$ cat src/hdl/coss_pkg.sv
package coss_pkg;

   // ****************************************
   // Fuse layout (1 = unprogrammed, 0 = programmed)
   // ****************************************
   localparam int CLK_SEL_W = 4;
   localparam int STARTUP_W = 2;
   localparam logic [2:0] MODE_FULL_SWING = 3'h3;
   localparam logic [2:0] MODE_RS_0P4_0P9 = 3'h4;
   localparam logic [2:0] MODE_RS_0P9_3P0 = 3'h5;
   localparam logic [2:0] MODE_RS_3P0_8P0 = 3'h6;
   localparam logic [2:0] MODE_RS_8P0_16P0 = 3'h7;
   localparam logic DIV8_PROGRAMMED = 1'h0;

   // ****************************************
   // Start-up counts in oscillator cycles
   // ****************************************
   localparam int CNT_W = 16;
   localparam logic [CNT_W-1:0] SU_258_CYC = 16'h0102;
   localparam logic [CNT_W-1:0] SU_1K_CYC = 16'h0400;
   localparam int SU_16K_CYC = 16384;
   localparam logic [CNT_W-1:0] RESET_DELAY_CYC = 16'h000E;
   localparam logic [CNT_W-1:0] CNT_ONE = 16'h0001;

   // ****************************************
   // Time-outs, counted in watchdog oscillator ticks
   // ****************************************
   localparam longint WDT_FREQ_HZ = 128000;
   localparam longint US_PER_S = 1000000;
   localparam longint TOUT_SHORT_US = 4000;
   localparam longint TOUT_SHORT_FS_US = 4100;
   localparam longint TOUT_LONG_US = 65000;
   // Least times: round up to whole ticks
   localparam int TOUT_SHORT_TICKS = int'((TOUT_SHORT_US * WDT_FREQ_HZ + US_PER_S - 1) / US_PER_S);
   localparam int TOUT_SHORT_FS_TICKS =
      int'((TOUT_SHORT_FS_US * WDT_FREQ_HZ + US_PER_S - 1) / US_PER_S);
   localparam int TOUT_LONG_TICKS = int'((TOUT_LONG_US * WDT_FREQ_HZ + US_PER_S - 1) / US_PER_S);

   // ****************************************
   // APB register map
   // ****************************************
   localparam int ADDR_W = 12;
   localparam logic [ADDR_W-1:0] OFF_CTRL = 12'h000;
   localparam logic [ADDR_W-1:0] OFF_STATUS = 12'h004;
   localparam logic [ADDR_W-1:0] OFF_FUSE = 12'h008;
   localparam int CTRL_SLEEP_BIT = 0;
   localparam int ST_STATE_LSB = 0;
   localparam int ST_RESETN_BIT = 4;
   localparam int ST_STABLE_BIT = 5;
   localparam int ST_MODE_OK_BIT = 6;
   localparam int ST_FULL_BIT = 7;
   localparam int ST_TOUT_LSB = 8;
   localparam int ST_DIV8_BIT = 10;
   localparam int FUSE_STARTUP_LSB = 4;
   localparam int FUSE_DIV8_BIT = 6;
   localparam logic [2:0] DIV8_LAST = 3'h7;

   typedef enum logic [2:0] {ST_HOLD, ST_TIMEOUT, ST_STARTUP, ST_DELAY, ST_RUN, ST_SLEEP,
      ST_WAKE} coss_state_type;
   typedef enum logic [1:0] {TOUT_NONE, TOUT_SHORT, TOUT_LONG} coss_tout_type;

endpackage

$ cat src/hdl/coss_top.sv
`timescale 1ns/1ns
// Functional notes
// Reduced-swing mode comes from the upper three select fuses: 100..111 give the four ranges.
// Code 100 is meant for ceramic resonators only; the system integrator must not fit a quartz.
// Start-up count and added reset delay come from the low select bit and two start-up fuses.
// Select 0 with 00 waits 258 cycles, with 11 waits 1K, each adding 14 cycles plus 4 ms.
// Select 0 with 01 waits 258 cycles, select 1 with 00 waits 1K, each adding 14 plus 65 ms.
// Select 0 with 10 waits 1K cycles and adds only 14 cycles, no time-out.
// Select 1 with 01 waits 16K cycles and adds only 14 cycles.
// Select 1 with 10 waits 16K cycles and adds 14 cycles plus 4 ms.
// Select 1 with 11 waits 16K cycles and adds 14 cycles plus 65 ms.
// Upper select code 011 runs the full-swing oscillator for 0.4 to 20 MHz.
// Full-swing uses the same map but its fast-rising time-out is 4.1 ms.
// A programmed divide-by-eight fuse divides the clock by 8.
// The integrator picks 258-cycle settings only away from top speed and never with crystals.
// The added time-out is timed by watchdog oscillator ticks.
// Internal reset is held while the oscillator cycle count runs and released when done.
// A fuse reads 1 when unprogrammed and 0 when programmed; codes decode on that basis.
// Wake from sleep applies only the start-up count; 14 cycles and time-out only after reset.
module coss_top
#(
   parameter int SU_16K_CYC = coss_pkg::SU_16K_CYC,
   parameter int TOUT_LONG_TICKS = coss_pkg::TOUT_LONG_TICKS
)
(
   input wire logic CLK_SYS_IN,
   input wire logic RESETN_IN,
   input wire logic [coss_pkg::CLK_SEL_W-1:0] CLOCK_SOURCE_SELECT_FUSES_IN,
   input wire logic [coss_pkg::STARTUP_W-1:0] STARTUP_TIME_FUSES_IN,
   input wire logic DIVIDE_BY_EIGHT_FUSE_IN,
   input wire logic WDT_TICK_IN,
   input wire logic WAKE_IN,
   input wire logic PSEL_IN,
   input wire logic PENABLE_IN,
   input wire logic PWRITE_IN,
   input wire logic [coss_pkg::ADDR_W-1:0] PADDR_IN,
   input wire logic [31:0] PWDATA_IN,
   output logic [31:0] PRDATA_OUT,
   output logic PREADY_OUT,
   output logic PSLVERR_OUT,
   output logic INT_RESETN_OUT,
   output logic CLK_STABLE_OUT,
   output logic SLEEP_OUT,
   output logic FULL_SWING_OUT,
   output logic [2:0] FREQ_MODE_OUT,
   output logic SYS_CLK_EN_OUT
);

   // ****************************************
   // Elaboration checks
   // ****************************************
   if (SU_16K_CYC < 1 || SU_16K_CYC >= 2**coss_pkg::CNT_W)
      $error("SU_16K_CYC does not fit the counter");
   if (TOUT_LONG_TICKS < 1 || TOUT_LONG_TICKS >= 2**coss_pkg::CNT_W)
      $error("TOUT_LONG_TICKS does not fit the counter");

   localparam logic [coss_pkg::CNT_W-1:0] SU_16K = SU_16K_CYC[coss_pkg::CNT_W-1:0];
   localparam logic [coss_pkg::CNT_W-1:0] TOUT_LONG = TOUT_LONG_TICKS[coss_pkg::CNT_W-1:0];
   localparam logic [coss_pkg::CNT_W-1:0] TOUT_SHORT =
      coss_pkg::TOUT_SHORT_TICKS[coss_pkg::CNT_W-1:0];
   localparam logic [coss_pkg::CNT_W-1:0] TOUT_SHORT_FS =
      coss_pkg::TOUT_SHORT_FS_TICKS[coss_pkg::CNT_W-1:0];

   // ****************************************
   // Fuse decode
   // ****************************************
   function automatic logic [coss_pkg::CNT_W-1:0] startup_cycles(input logic sel0,
      input logic [1:0] su_code);
      logic [2:0] code;
      code = {sel0, su_code};
      case (code)
         3'h0, 3'h1: startup_cycles = coss_pkg::SU_258_CYC;
         3'h2, 3'h3, 3'h4: startup_cycles = coss_pkg::SU_1K_CYC;
         default: startup_cycles = SU_16K;
      endcase
   endfunction

   function automatic coss_pkg::coss_tout_type timeout_sel(input logic sel0,
      input logic [1:0] su_code);
      logic [2:0] code;
      code = {sel0, su_code};
      case (code)
         3'h0, 3'h3, 3'h6: timeout_sel = coss_pkg::TOUT_SHORT;
         3'h1, 3'h4, 3'h7: timeout_sel = coss_pkg::TOUT_LONG;
         default: timeout_sel = coss_pkg::TOUT_NONE;
      endcase
   endfunction

   logic [coss_pkg::CLK_SEL_W-1:0] clk_sel_r;
   logic [1:0] startup_r;
   logic div8_r;

   // Fuses are sensed while reset is held and stay frozen afterwards
   always_ff @(posedge CLK_SYS_IN)
   begin
      if (!RESETN_IN)
      begin
         clk_sel_r <= CLOCK_SOURCE_SELECT_FUSES_IN;
         startup_r <= STARTUP_TIME_FUSES_IN;
         div8_r <= DIVIDE_BY_EIGHT_FUSE_IN;
      end
   end

   logic [2:0] mode;
   logic full_swing;
   logic mode_ok;
   coss_pkg::coss_tout_type tout_sel;
   logic [coss_pkg::CNT_W-1:0] su_cnt;
   logic [coss_pkg::CNT_W-1:0] tout_cnt;

   always_comb
   begin
      mode = clk_sel_r[coss_pkg::CLK_SEL_W-1:1];
      full_swing = (mode == coss_pkg::MODE_FULL_SWING);
      mode_ok = full_swing || (mode >= coss_pkg::MODE_RS_0P4_0P9 &&
         mode <= coss_pkg::MODE_RS_8P0_16P0);
      tout_sel = timeout_sel(clk_sel_r[0], startup_r);
      su_cnt = startup_cycles(clk_sel_r[0], startup_r);
      case (tout_sel)
         coss_pkg::TOUT_SHORT: tout_cnt = full_swing ? TOUT_SHORT_FS : TOUT_SHORT;
         coss_pkg::TOUT_LONG: tout_cnt = TOUT_LONG;
         default: tout_cnt = coss_pkg::CNT_ONE;
      endcase
   end

   // ****************************************
   // APB slave
   // ****************************************
   logic pready_r;
   logic [31:0] prdata_r;
   logic pslverr_r;
   logic apb_write;
   logic addr_ok;
   logic sleep_req;
   logic [31:0] status_word;
   logic [31:0] fuse_word;
   coss_pkg::coss_state_type state_r;
   coss_pkg::coss_state_type state_nxt;

   always_comb
   begin
      addr_ok = (PADDR_IN == coss_pkg::OFF_CTRL) || (PADDR_IN == coss_pkg::OFF_STATUS) ||
         (PADDR_IN == coss_pkg::OFF_FUSE);
      apb_write = PSEL_IN && PENABLE_IN && pready_r && PWRITE_IN;
      sleep_req = apb_write && (PADDR_IN == coss_pkg::OFF_CTRL) &&
         PWDATA_IN[coss_pkg::CTRL_SLEEP_BIT];
      status_word = '0;
      status_word[coss_pkg::ST_STATE_LSB +: 3] = state_r;
      status_word[coss_pkg::ST_RESETN_BIT] = INT_RESETN_OUT;
      status_word[coss_pkg::ST_STABLE_BIT] = CLK_STABLE_OUT;
      status_word[coss_pkg::ST_MODE_OK_BIT] = mode_ok;
      status_word[coss_pkg::ST_FULL_BIT] = full_swing;
      status_word[coss_pkg::ST_TOUT_LSB +: 2] = tout_sel;
      status_word[coss_pkg::ST_DIV8_BIT] = (div8_r == coss_pkg::DIV8_PROGRAMMED);
      fuse_word = '0;
      fuse_word[coss_pkg::CLK_SEL_W-1:0] = clk_sel_r;
      fuse_word[coss_pkg::FUSE_STARTUP_LSB +: 2] = startup_r;
      fuse_word[coss_pkg::FUSE_DIV8_BIT] = div8_r;
   end

   // No wait state: ready rises in the first access cycle
   always_ff @(posedge CLK_SYS_IN)
   begin
      if (!RESETN_IN)
      begin
         pready_r <= 1'b0;
         prdata_r <= '0;
         pslverr_r <= 1'b0;
      end
      else
      begin
         pready_r <= PSEL_IN && !PENABLE_IN;
         pslverr_r <= PSEL_IN && !PENABLE_IN && !addr_ok;
         if (PSEL_IN && !PENABLE_IN && !PWRITE_IN)
         begin
            case (PADDR_IN)
               coss_pkg::OFF_STATUS: prdata_r <= status_word;
               coss_pkg::OFF_FUSE: prdata_r <= fuse_word;
               default: prdata_r <= '0;
            endcase
         end
      end
   end

   // ****************************************
   // Start-up sequencer
   // ****************************************
   logic [coss_pkg::CNT_W-1:0] cnt_r;
   logic [coss_pkg::CNT_W-1:0] cnt_nxt;
   logic cnt_last;

   always_comb
   begin
      state_nxt = state_r;
      cnt_nxt = cnt_r;
      cnt_last = (cnt_r == coss_pkg::CNT_ONE);
      case (state_r)
         coss_pkg::ST_HOLD:
         begin
            if (tout_sel == coss_pkg::TOUT_NONE)
            begin
               state_nxt = coss_pkg::ST_STARTUP;
               cnt_nxt = su_cnt;
            end
            else
            begin
               state_nxt = coss_pkg::ST_TIMEOUT;
               cnt_nxt = tout_cnt;
            end
         end
         coss_pkg::ST_TIMEOUT:
         begin
            if (WDT_TICK_IN)
            begin
               if (cnt_last)
               begin
                  state_nxt = coss_pkg::ST_STARTUP;
                  cnt_nxt = su_cnt;
               end
               else
                  cnt_nxt = cnt_r - coss_pkg::CNT_ONE;
            end
         end
         coss_pkg::ST_STARTUP:
         begin
            if (cnt_last)
            begin
               state_nxt = coss_pkg::ST_DELAY;
               cnt_nxt = coss_pkg::RESET_DELAY_CYC;
            end
            else
               cnt_nxt = cnt_r - coss_pkg::CNT_ONE;
         end
         coss_pkg::ST_DELAY:
         begin
            if (cnt_last)
               state_nxt = coss_pkg::ST_RUN;
            else
               cnt_nxt = cnt_r - coss_pkg::CNT_ONE;
         end
         coss_pkg::ST_RUN:
         begin
            if (sleep_req)
               state_nxt = coss_pkg::ST_SLEEP;
         end
         coss_pkg::ST_SLEEP:
         begin
            if (WAKE_IN)
            begin
               state_nxt = coss_pkg::ST_WAKE;
               cnt_nxt = su_cnt;
            end
         end
         coss_pkg::ST_WAKE:
         begin
            // Supply is assumed good here, so no time-out and no extra delay
            if (cnt_last)
               state_nxt = coss_pkg::ST_RUN;
            else
               cnt_nxt = cnt_r - coss_pkg::CNT_ONE;
         end
         default:
            state_nxt = coss_pkg::ST_HOLD;
      endcase
   end

   always_ff @(posedge CLK_SYS_IN)
   begin
      if (!RESETN_IN)
      begin
         state_r <= coss_pkg::ST_HOLD;
         cnt_r <= '0;
      end
      else
      begin
         state_r <= state_nxt;
         cnt_r <= cnt_nxt;
      end
   end

   // ****************************************
   // Registered outputs
   // ****************************************
   logic int_resetn_r;
   logic clk_stable_r;
   logic sleep_r;
   logic full_swing_r;
   logic [2:0] freq_mode_r;

   always_ff @(posedge CLK_SYS_IN)
   begin
      if (!RESETN_IN)
      begin
         int_resetn_r <= 1'b0;
         clk_stable_r <= 1'b0;
         sleep_r <= 1'b0;
         full_swing_r <= 1'b0;
         freq_mode_r <= '0;
      end
      else
      begin
         // Internal reset stays low until the first pass reaches run
         int_resetn_r <= (state_nxt == coss_pkg::ST_RUN) || (state_nxt == coss_pkg::ST_SLEEP) ||
            (state_nxt == coss_pkg::ST_WAKE);
         clk_stable_r <= (state_nxt == coss_pkg::ST_RUN);
         sleep_r <= (state_nxt == coss_pkg::ST_SLEEP);
         full_swing_r <= full_swing;
         freq_mode_r <= mode_ok ? mode : '0;
      end
   end

   // Clock enable every cycle, or one in eight when the divider fuse is programmed
   logic [2:0] div_cnt_r;
   logic sys_clk_en_r;

   always_ff @(posedge CLK_SYS_IN)
   begin
      if (!RESETN_IN)
      begin
         div_cnt_r <= '0;
         sys_clk_en_r <= 1'b0;
      end
      else
      begin
         div_cnt_r <= div_cnt_r + 3'h1;
         if (div8_r == coss_pkg::DIV8_PROGRAMMED)
            sys_clk_en_r <= (div_cnt_r == coss_pkg::DIV8_LAST);
         else
            sys_clk_en_r <= 1'b1;
      end
   end

   assign PREADY_OUT = pready_r;
   assign PRDATA_OUT = prdata_r;
   assign PSLVERR_OUT = pslverr_r;
   assign INT_RESETN_OUT = int_resetn_r;
   assign CLK_STABLE_OUT = clk_stable_r;
   assign SLEEP_OUT = sleep_r;
   assign FULL_SWING_OUT = full_swing_r;
   assign FREQ_MODE_OUT = freq_mode_r;
   assign SYS_CLK_EN_OUT = sys_clk_en_r;

endmodule // coss_top

$ cat config.mk
export PLATFORM = sky130hd
export DESIGN_NAME = coss_top
export DESIGN_NICKNAME = d
export VERILOG_FILES = /design/src/hdl/coss_pkg.sv /design/src/hdl/coss_top.sv
export SDC_FILE = /design/constraint.sdc
export NUM_CORES = 1
export LEC_CHECK = 0
export ABC_AREA = 0
export BUFFER_PORTS_ARGS = -buffer_cell sky130_fd_sc_hd__buf_2
export CAP_MARGIN = 25
export CORE_UTILIZATION = 54
export CTS_CLUSTER_DIAMETER = 40
export DETAILED_ROUTE_END_ITERATION = 12
export GPL_TIMING_DRIVEN = 0
export PLACE_DENSITY = 0.87
export RECOVER_POWER = 50
export SYNTH_ARGS = -nofsm -noshare
export SYNTH_HDL_FRONTEND = slang
export SYNTH_SLANG_ARGS = --single-unit
$ cat constraint.sdc
create_clock -name CLK_SYS_IN -period 6.35 [get_ports CLK_SYS_IN]
set_input_delay 0.635 -clock CLK_SYS_IN [delete_from_list [all_inputs] [get_ports CLK_SYS_IN]]
set_output_delay 0.635 -clock CLK_SYS_IN [all_outputs]
set_load 0.02 [all_outputs]
==> tab_implementation.tex, run 1 <==
\begin{tabular}{lr}
\hline
Metric & Value \\
\hline
\multicolumn{2}{l}{\textbf{Layout}} \\
Layout net count & 462 \\
Synth-to-Final Area Change & 17.14\% \\
Layout cell share with drive strength beyond 1 & around 17\% \\
Antenna Cells & 0 \\
\multicolumn{2}{l}{\textbf{Synthesis}} \\
Mux share of post-synthesis cell area & 0.3628\% \\
Main synth FF type & sky130\_fd\_sc\_hd\_\_dfxtp\_1 \\
Cell variety after synth & 65 \\
Cell area after technology mapping & 2759 sq um \\
Synthesized-area fraction occupied by xor and xnor cells & 2.540\% \\
Largest family of logic cells by synthesized area & simple AND/OR/NAND/NOR gates \\
Post-synthesis sequential element count & 50 \\
Post-synthesis adder-cell area fraction & under 10\% \\
Basic-gate share of the synthesized area counting and, or, nand and nor cells & approximately a quarter \\
Number of instances in the synthesized netlist & about 320 \\
Post-Synthesis Mean Instance Area & 8.515 sq um \\
Number of enable-type register cells in the synthesized netlist & 7 \\
Proportion of synthesized flip-flops having asynchronous set or reset & 0\% \\
Fraction of the yosys area taken by sequential cells & 38.82\% \\
Synth warnings & 0 \\
Compound-cell area share of the yosys netlist & around a fifth \\
\multicolumn{2}{l}{\textbf{Clock tree}} \\
\# H-tree levels & 2 \\
Clock latency at the later pin of the worst-skew pair & 320 ps \\
Count of cells resized by post-cts repair & 0 \\
Clock sinks & 50 \\
Clock transition at the register clock pins on the worst setup and hold paths after CTS & 110 ps \\
Count of hold buffers inserted by post-cts repair & 0 \\
Number of buffers added for setup after CTS & 0 \\
CTS Root Buffer Type & sky130\_fd\_sc\_hd\_\_clkbuf\_8 \\
Maximum root-to-sink buffer count & 2 \\
Clock tree from TritonCTS & yes \\
Total clock buffers created by CTS & 5 \\
\multicolumn{2}{l}{\textbf{Critical path}} \\
Critical Path End Type & register \\
Ordered cell list for the critical path & ha\_1 > nor4b\_2 > nand3\_1 > a211oi\_2 > nor2\_1 > o21ai\_1 > nor2\_1 \\
Signal arrival time at the worst endpoint & between 2000 and 3000 ps \\
Worst-path fanout max & 7 \\
Required time worst endpoint & 6550 ps \\
Most Frequent Cell on Critical Path & sky130\_fd\_sc\_hd\_\_nor2\_1 \\
Critical path launch point type & register \\
Max stage delay on crit path & $\sim$450 ps \\
Critical path type & reg2reg \\
Critical-path cell with the highest stage delay & sky130\_fd\_sc\_hd\_\_a211oi\_2 \\
\multicolumn{2}{l}{\textbf{Global route}} \\
Global-route usage over all layers & 26.47\% \\
First-pass GRT wire length & 11.00 mm \\
Largest net degree at the start of global routing & 19 \\
Antenna violations before repair & 0 \\
Overall overflow remaining after global route & 0 \\
Vias in the first global route & 2454 \\
\multicolumn{2}{l}{\textbf{STA}} \\
Slew headroom & 50.81\% \\
Setup TNS & 0 ps \\
Tightest Pin Transition & 737.9 ps \\
Worst clock skew & 5.571 ps \\
Final Hold Fails & 0 \\
Final Hold Slack & 422.5 ps \\
Max frequency & 0.4006 GHz \\
Unrepaired setup endpoints after global routing & no \\
Setup violations, final & 0 \\
Max Transition Viols Final & 0 \\
Min Clock Period, post-route & 2496 ps \\
Share of the cycle needed by the critical path after routing & roughly two fifths \\
\multicolumn{2}{l}{\textbf{Run}} \\
\# Max-Cap Violations & 0 \\
\multicolumn{2}{l}{\textbf{Power}} \\
Power density of the placed cells & 369.7 nW/um\^{}2 \\
Worst voltage drop across the vdd grid & about 0.18 mV \\
Sequential cell fraction of total power & 35.7\% \\
Int Power & 684.8 uW \\
Clock power share & between 10\% and 20\% \\
Combinational share of power & 47.1\% \\
Pleak & around 1.3 nW \\
Switching power share of the total & 42.69\% \\
Net switching component of the power & 510.2 uW \\
\multicolumn{2}{l}{\textbf{Placed design}} \\
Routability congestion estimate & 0.9588 \\
I/O Buffers & 47 \\
DP HPWL & between 4 and 5 mm \\
\multicolumn{2}{l}{\textbf{Routing}} \\
Number of DRC markers in iteration 0 & approximately 280 \\
Total wire length & just under 7 mm \\
DR vias/cell & 5.652 \\
Final routed wire length divided by cell count & 14.45 microns \\
Number of design rule violations left after detail routing & 0 \\
Router iterations before antenna repair & 6 \\
Vias & about 2.6k \\
Post-DRT Antenna Nets & 0 \\
\multicolumn{2}{l}{\textbf{Run status}} \\
Status & completed \\
\multicolumn{2}{l}{\textbf{Floorplanning}} \\
Total number of placement rows & 25 \\
Num ports & 100 \\
Placeable core region & 4817 sq um \\
Initial core utilization & 57.27\% \\
Full die area & 5399 sq um \\
Die Y-Extent & 73.48 microns \\
Overall die width & 73.48 microns \\
\multicolumn{2}{l}{\textbf{Min path}} \\
Path class of the lowest-slack min-delay path & reg2reg \\
\hline
\end{tabular}
-- cells by family after synthesis --
| logic type | after synthesis |
|---|---|
| AOI/OAI and AO/OA | 80 |
| xor gates and xnor gates | 8 |
| adders and majority gates | 4 |
| buffers and inverters | 49 |
| DFF | 50 |
| muxes | 1 |
| other | 1 |
| and+or+nand+nor | 131 |
-- state kept, by name, indices dropped and copies added, names as in the netlist, 2 cells and up --
register and flops:
state_r 3, PRDATA_OUT 11, FREQ_MODE_OUT 3, startup_r 2, clk_sel_r 4, div_cnt_r 3, cnt_r 16
-- power by group through the flow --
| stage | clock, mW | sequential, mW | combinational [mW] |
|---|---|---|---|
| floorplan | 0 | 0.422 | 0.444 |
| global placement | 0 | 0.429 | 0.530 |
| detailed placement | 0 | 0.433 | 0.542 |
| CTS | 0.206 | 0.425 | 0.555 |
| global route | 0.217 | 0.435 | 0.615 |
| finish | 0.205 | 0.427 | 0.563 |
-- synthesized netlist by cell type (2+ instances only) --
library cell	n	area share, %
sky130_fd_sc_hd__a211o_1	2	0.64
sky130_fd_sc_hd__a32oi_1	2	0.64
sky130_fd_sc_hd__o211a_1	3	1.1
sky130_fd_sc_hd__a21oi_1	14	2.5
sky130_fd_sc_hd__nand3_1	8	1.5
sky130_fd_sc_hd__clkbuf_1	13	1.8
sky130_fd_sc_hd__o21ai_1	8	1.5
sky130_fd_sc_hd__nor2_1	39	5.3
sky130_fd_sc_hd__nand2b_1	3	0.68
sky130_fd_sc_hd__buf_6	2	0.82
sky130_fd_sc_hd__nand3b_1	2	0.54
sky130_fd_sc_hd__o21ai_0	9	1.6
sky130_fd_sc_hd__a31oi_1	2	0.45
sky130_fd_sc_hd__edfxtp_1	7	7.6
sky130_fd_sc_hd__inv_1	11	1.5
sky130_fd_sc_hd__and2_1	4	0.91
sky130_fd_sc_hd__ha_1	4	1.8
sky130_fd_sc_hd__xnor2_1	8	2.5
sky130_fd_sc_hd__o21a_1	2	0.54
sky130_fd_sc_hd__a211oi_1	3	0.82
sky130_fd_sc_hd__a22oi_1	5	1.4
sky130_fd_sc_hd__o31ai_1	3	0.82
sky130_fd_sc_hd__nor3b_1	2	0.54
sky130_fd_sc_hd__nor4_1	8	1.8
sky130_fd_sc_hd__o22ai_1	2	0.45
sky130_fd_sc_hd__or3_1	5	1.1
sky130_fd_sc_hd__nor2b_1	5	1.1
sky130_fd_sc_hd__nand4_1	2	0.45
sky130_fd_sc_hd__nand2_1	22	3.0
sky130_fd_sc_hd__nor3_1	14	2.5
sky130_fd_sc_hd__or4_1	4	1.1
sky130_fd_sc_hd__or3b_1	2	0.64
sky130_fd_sc_hd__dfxtp_1	43	31
sky130_fd_sc_hd__or2_2	2	0.45
sky130_fd_sc_hd__buf_4	22	6.0
sky130_fd_sc_hd__o311ai_0	2	0.64
sky130_fd_sc_hd__o211ai_1	2	0.54
sky130_fd_sc_hd__a222oi_1	6	2.2
-- placed cells by master (no fill, tap or decap), types with 6 or more instances in the layout --
master	synthesis	final
sky130_fd_sc_hd__a21oi_1	14	14
sky130_fd_sc_hd__o21ai_0	9	9
sky130_fd_sc_hd__inv_1	11	11
sky130_fd_sc_hd__nor2_1	39	39
sky130_fd_sc_hd__clkbuf_1	13	36
sky130_fd_sc_hd__nand3_1	8	8
sky130_fd_sc_hd__edfxtp_1	7	7
sky130_fd_sc_hd__nand2_1	22	22
sky130_fd_sc_hd__a222oi_1	6	6
sky130_fd_sc_hd__nor3_1	14	14
sky130_fd_sc_hd__nor4_1	8	8
sky130_fd_sc_hd__buf_2	0	26
sky130_fd_sc_hd__buf_4	22	22
sky130_fd_sc_hd__xnor2_1	8	8
sky130_fd_sc_hd__o21ai_1	8	8
sky130_fd_sc_hd__conb_1	1	21
sky130_fd_sc_hd__dfxtp_1	43	43
-- metal layers --
| layer | track usage (%) | part of all wire, % | up-vias |
|---|---|---|---|
| met2 | 46.18 | 48 | 116 |
| met1 | 31.72 | 43 | 1218 |
| met5 | 0 | 0 | - |
| li1 | - | - | 1290 |
| met3 | 5.487 | 6.4 | 21 |
| met4 | 10.47 | 2.9 | 0 |
-- critical path, delay by kind of cell, from the launching register on --
family	cells	cell delay [ps]
compound gates	2	840
flops	1	410
fa+ha+maj	1	160
simple gates	4	960
-- path summary, 6_finish.rpt --
check | from | slack, ps | cells after the start | to
worst max-delay path | cnt_r[0]$_SDFFE_PN0P_ | 3850 | 7 | cnt_r[12]$_SDFFE_PN0P_
worst min-delay path | div_cnt_r[0]$_SDFF_PN0_ | 420 | 1 | div_cnt_r[0]$_SDFF_PN0_
worst max register to register | cnt_r[0]$_SDFFE_PN0P_ | 3850 | 7 | cnt_r[12]$_SDFFE_PN0P_
worst min register to register | div_cnt_r[0]$_SDFF_PN0_ | 420 | 1 | div_cnt_r[0]$_SDFF_PN0_
-- final cells by class --
cell class | count | area [sq um]
Inverter | 11 | 41.29
Fill cell | 424 | 1585
Buffer | 38 | 240.2
Timing Repair Buffer | 49 | 216.5
Multi-Input combinational cell | 245 | 1481
Clock buffer | 5 | 68.82
Clock inverter | 3 | 28.78
Sequential cell | 50 | 1071
Tap cell | 67 | 83.83
-- metrics by stage --
stage / utilization [%] / setup slack, ps / cell area (sq um) / cells / total power, mW
finish: 67.09 / 3854 / 3232 / 468 / 1.195
global route: 67.09 / 3602 / 3232 / 468 / 1.267
CTS: 67.58 / 3864 / 3256 / 467 / 1.187
detailed placement: 65.56 / 3743 / 3158 / 459 / 0.9745
global placement: 65.45 / 3835 / 3153 / 458 / 0.9592
floorplan: - / 4288 / 2834 / 344 / 0.8662
Note: power is estimated with default switching activity, not from simulation.
==> run 2: changes to the inputs <==
--- a/config.mk
+++ b/config.mk
@@ -8,11 +8,11 @@
 export ABC_AREA = 0
 export BUFFER_PORTS_ARGS = -buffer_cell sky130_fd_sc_hd__buf_2
 export CAP_MARGIN = 25
-export CORE_UTILIZATION = 54
+export CORE_UTILIZATION = 50
 export CTS_CLUSTER_DIAMETER = 40
 export DETAILED_ROUTE_END_ITERATION = 12
 export GPL_TIMING_DRIVEN = 0
-export PLACE_DENSITY = 0.87
+export PLACE_DENSITY = 0.82
 export RECOVER_POWER = 50
 export SYNTH_ARGS = -nofsm -noshare
 export SYNTH_HDL_FRONTEND = slang
==> constraint.sdc (replaced) <==
create_clock -name CLK_SYS_IN -period 2.5 [get_ports CLK_SYS_IN]
set_input_delay 0.25 -clock CLK_SYS_IN [delete_from_list [all_inputs] [get_ports CLK_SYS_IN]]
set_output_delay 0.25 -clock CLK_SYS_IN [all_outputs]
set_load 0.02 [all_outputs]
==> run 2 against run 1 <==
Compared with the run above:
- power grew to 2.5 times the previous value
- count of clock-buffer cells in the layout stayed put
- clock skew hardly changed
- final cell count is 0.43% higher
- largest cell class unchanged
==> tab_implementation.tex, run 2 (synthesis gave the netlist of run 1 again) <==
\begin{tabular}{lr}
\hline
Metric & Value \\
\hline
\multicolumn{2}{l}{\textbf{Power}} \\
Pleak & 1.334 nW (-0.10\%) \\
Int Power & 1.750 mW (+160\%) \\
Switching power share of the total & 42.52\% (-0.17 points) \\
Clock power share & 16.8\% (-0.4 points) \\
Net switching component of the power & 1.295 mW (+150\%) \\
Power consumption & 3.045 mW (+150\%) \\
Worst voltage drop across the vdd grid & 0.4559 mV (+160\%) \\
Sequential cell fraction of total power & 35.8\% (about the same) \\
Combinational share of power & 47.4\% (+0.3 points) \\
Power density of the placed cells & 935.2 nW/um\^{}2 (+150\%) \\
\multicolumn{2}{l}{\textbf{STA}} \\
Setup violations, final & 0 (unchanged) \\
Unrepaired setup endpoints after global routing & no \\
Min Clock Period, post-route & 2298 ps (-198.6 ps) \\
Slew headroom & 27.20\% (-24 points) \\
Tightest Pin Transition & 1084 ps (+345.8 ps) \\
Worst clock skew & 5.214 ps (-0.3573 ps) \\
Setup TNS & 0 ps (unchanged) \\
Final Hold Fails & 0 (unchanged) \\
Max frequency & 0.4352 GHz (+8.6\%) \\
Setup slack after layout & 202.2 ps (-3651 ps) \\
Max Transition Viols Final & 0 (unchanged) \\
Share of the cycle needed by the critical path after routing & 91.91\% (+53 points) \\
\multicolumn{2}{l}{\textbf{Global route}} \\
Antenna violations before repair & 0 (unchanged) \\
First-pass GRT wire length & 10.69 mm (-2.8\%) \\
Vias in the first global route & 2391 (-2.6\%) \\
Largest net degree at the start of global routing & 19 (unchanged) \\
Overall overflow remaining after global route & 0 (unchanged) \\
Global-route usage over all layers & 22.57\% (-3.9 points) \\
\multicolumn{2}{l}{\textbf{Routing}} \\
DR vias/cell & 5.549 (-1.8\%) \\
Final routed wire length divided by cell count & 13.74 microns (-4.9\%) \\
Number of DRC markers in iteration 0 & 240 (-13\%) \\
Number of design rule violations left after detail routing & 0 (unchanged) \\
Total wire length & 6.456 mm (-4.5\%) \\
Vias & 2608 (-1.4\%) \\
Router iterations before antenna repair & 5 (-1) \\
Post-DRT Antenna Nets & 0 (unchanged) \\
\multicolumn{2}{l}{\textbf{Clock tree}} \\
Maximum root-to-sink buffer count & 2 (unchanged) \\
Clock tree from TritonCTS & yes \\
Clock latency at the later pin of the worst-skew pair & 310 ps (about the same) \\
Clock sinks & 50 (unchanged) \\
\# H-tree levels & 2 (unchanged) \\
CTS Root Buffer Type & sky130\_fd\_sc\_hd\_\_clkbuf\_8 \\
Total clock buffers created by CTS & 5 (unchanged) \\
Number of buffers added for setup after CTS & 0 (unchanged) \\
Clock transition at the register clock pins on the worst setup and hold paths after CTS & 100 ps (about the same) \\
\multicolumn{2}{l}{\textbf{Layout}} \\
Fill cell instance count of the final layout & 476 (+12\%) \\
Most frequent cells in the layout & sky130\_fd\_sc\_hd\_\_dfxtp\_1, sky130\_fd\_sc\_hd\_\_nor2\_1, sky130\_fd\_sc\_hd\_\_clkbuf\_1 \\
Synth-to-Final Area Change & 18.00\% \\
Layout cell share with drive strength beyond 1 & 18.00\% (+0.54 points) \\
Most common cell after layout, fill and taps aside & sky130\_fd\_sc\_hd\_\_dfxtp\_1 \\
Number of flip-flops under the largest register name & 16 (unchanged) \\
Antenna Cells & 0 (unchanged) \\
Register with the most flip-flops & cnt\_r \\
Layout net count & 461 (-0.22\%) \\
\multicolumn{2}{l}{\textbf{Placed design}} \\
Routability congestion estimate & 0.9424 (-1.7\%) \\
Pre-CTS setup slack & 6.317 ps (-3737 ps) \\
I/O Buffers & 47 (unchanged) \\
DP HPWL & 4.853 mm (-0.95\%) \\
\multicolumn{2}{l}{\textbf{Critical path}} \\
Buf/Inv on CP & 1 (+1) \\
Family of cells with the greatest summed delay on the critical path & simple AND/OR/NAND/NOR gates \\
Max stage delay on crit path & 550 ps (+100 ps) \\
Critical Path End Type & register \\
Critical-path cell with the highest stage delay & sky130\_fd\_sc\_hd\_\_or3b\_2 \\
Required time worst endpoint & 2750 ps (-3800 ps) \\
Worst-path fanout max & 5 (-2) \\
Critical path launch point type & register \\
Signal arrival time at the worst endpoint & 2540 ps (-160 ps) \\
Ordered cell list for the critical path & inv\_1 > ha\_1 > or3b\_2 > nor3\_4 > nand2\_1 > or4\_1 > a21bo\_1 > a21oi\_1 \\
Critical path type & reg2reg \\
\multicolumn{2}{l}{\textbf{Floorplanning}} \\
Die Y-Extent & 76.28 microns (+3.8\%) \\
Overall die width & 76.28 microns (+3.8\%) \\
Initial core utilization & 53.00\% (-4.3 points) \\
Num ports & 100 (unchanged) \\
Total number of placement rows & 26 (+4.0\%) \\
Placeable core region & 5205 sq um (+8.1\%) \\
Full die area & 5819 sq um (+7.8\%) \\
\multicolumn{2}{l}{\textbf{Run status}} \\
Status & completed \\
\multicolumn{2}{l}{\textbf{Run}} \\
\# Max-Cap Violations & 0 (unchanged) \\
\multicolumn{2}{l}{\textbf{Min path}} \\
Path class of the lowest-slack min-delay path & in2reg \\
\hline
\end{tabular}
==> run 2: changes by cell type in the layout (fill, tap and decap cells not counted), sizes merged <==
cell / before / now
clkinv: 2 / 0
inv: 12 / 13
clkinvlp: 0 / 1
buf: 51 / 50
==> run 2: cell type report <==
cell class	instances	area (sq um)	share of cell area, %
Inverter	11	41.29	1.268
Timing Repair Buffer	48	212.7	6.533
Buffer	38	240.2	7.379
Multi-Input combinational cell	245	1506	46.27
Clock buffer	5	68.82	2.114
Sequential cell	50	1071	32.90
Clock inverter	3	27.53	0.8455
Tap cell	70	87.58	2.690
==> run 2: worst register-to-register path, stage by stage (launching register included) <==
cell,delay [ps]
sky130_fd_sc_hd__dfxtp_1,360
sky130_fd_sc_hd__inv_1,100
sky130_fd_sc_hd__ha_1,180
sky130_fd_sc_hd__or3b_2,550
sky130_fd_sc_hd__nor3_4,210
sky130_fd_sc_hd__nand2_1,100
sky130_fd_sc_hd__or4_1,410
sky130_fd_sc_hd__a21bo_1,200
sky130_fd_sc_hd__a21oi_1,120
==> run 2: power by group through the flow <==
stage | clock network [mW] | registers (mW) | logic, mW
after global routing | 0.552 | 1.11 | 1.60
after CTS | 0.522 | 1.08 | 1.41
after floorplan | 0 | 1.07 | 1.13
final | 0.513 | 1.09 | 1.44
after global placement | 0 | 1.09 | 1.35
after detailed placement | 0 | 1.09 | 1.38
==> run 2: worst paths after layout <==
path	start	end	slack (ps)	cells after the start
worst max-delay path	cnt_r[0]$_SDFFE_PN0P_	cnt_r[14]$_SDFFE_PN0P_	200	8
worst min-delay path	CLOCK_SOURCE_SELECT_FUSES_IN[0]	clk_sel_r[0]$_DFFE_PN_	110	1
worst max register to register	cnt_r[0]$_SDFFE_PN0P_	cnt_r[14]$_SDFFE_PN0P_	200	8
worst min register to register	div_cnt_r[0]$_SDFF_PN0_	div_cnt_r[0]$_SDFF_PN0_	440	1
==> run 2: metrics by stage <==
step                cell area [sq um]  hold WS, ps  cells  utilization (%)
CTS                              3266        101.7    470            62.74
detailed placement               3162        428.1    462            60.75
floorplan                        2834        333.3    344                -
finish                           3256        108.9    470            62.55
global placement                 3157        413.2    461            60.65
global route                     3256        94.62    470            62.55
==> run 2: timing repair <==
action	4_1_cts	5_1_grt
setup endpoints to repair	6	11
hold buffers	0	0
gates resized for setup	1	3
==> run 2: routing by layer <==
metal,part of all wire (%),track usage [%],vias up
met5,0,0,-
met4,2.6,9.038,0
met3,6.4,4.192,20
met2,47,37.84,115
met1,44,28.54,1185
li1,-,-,1288
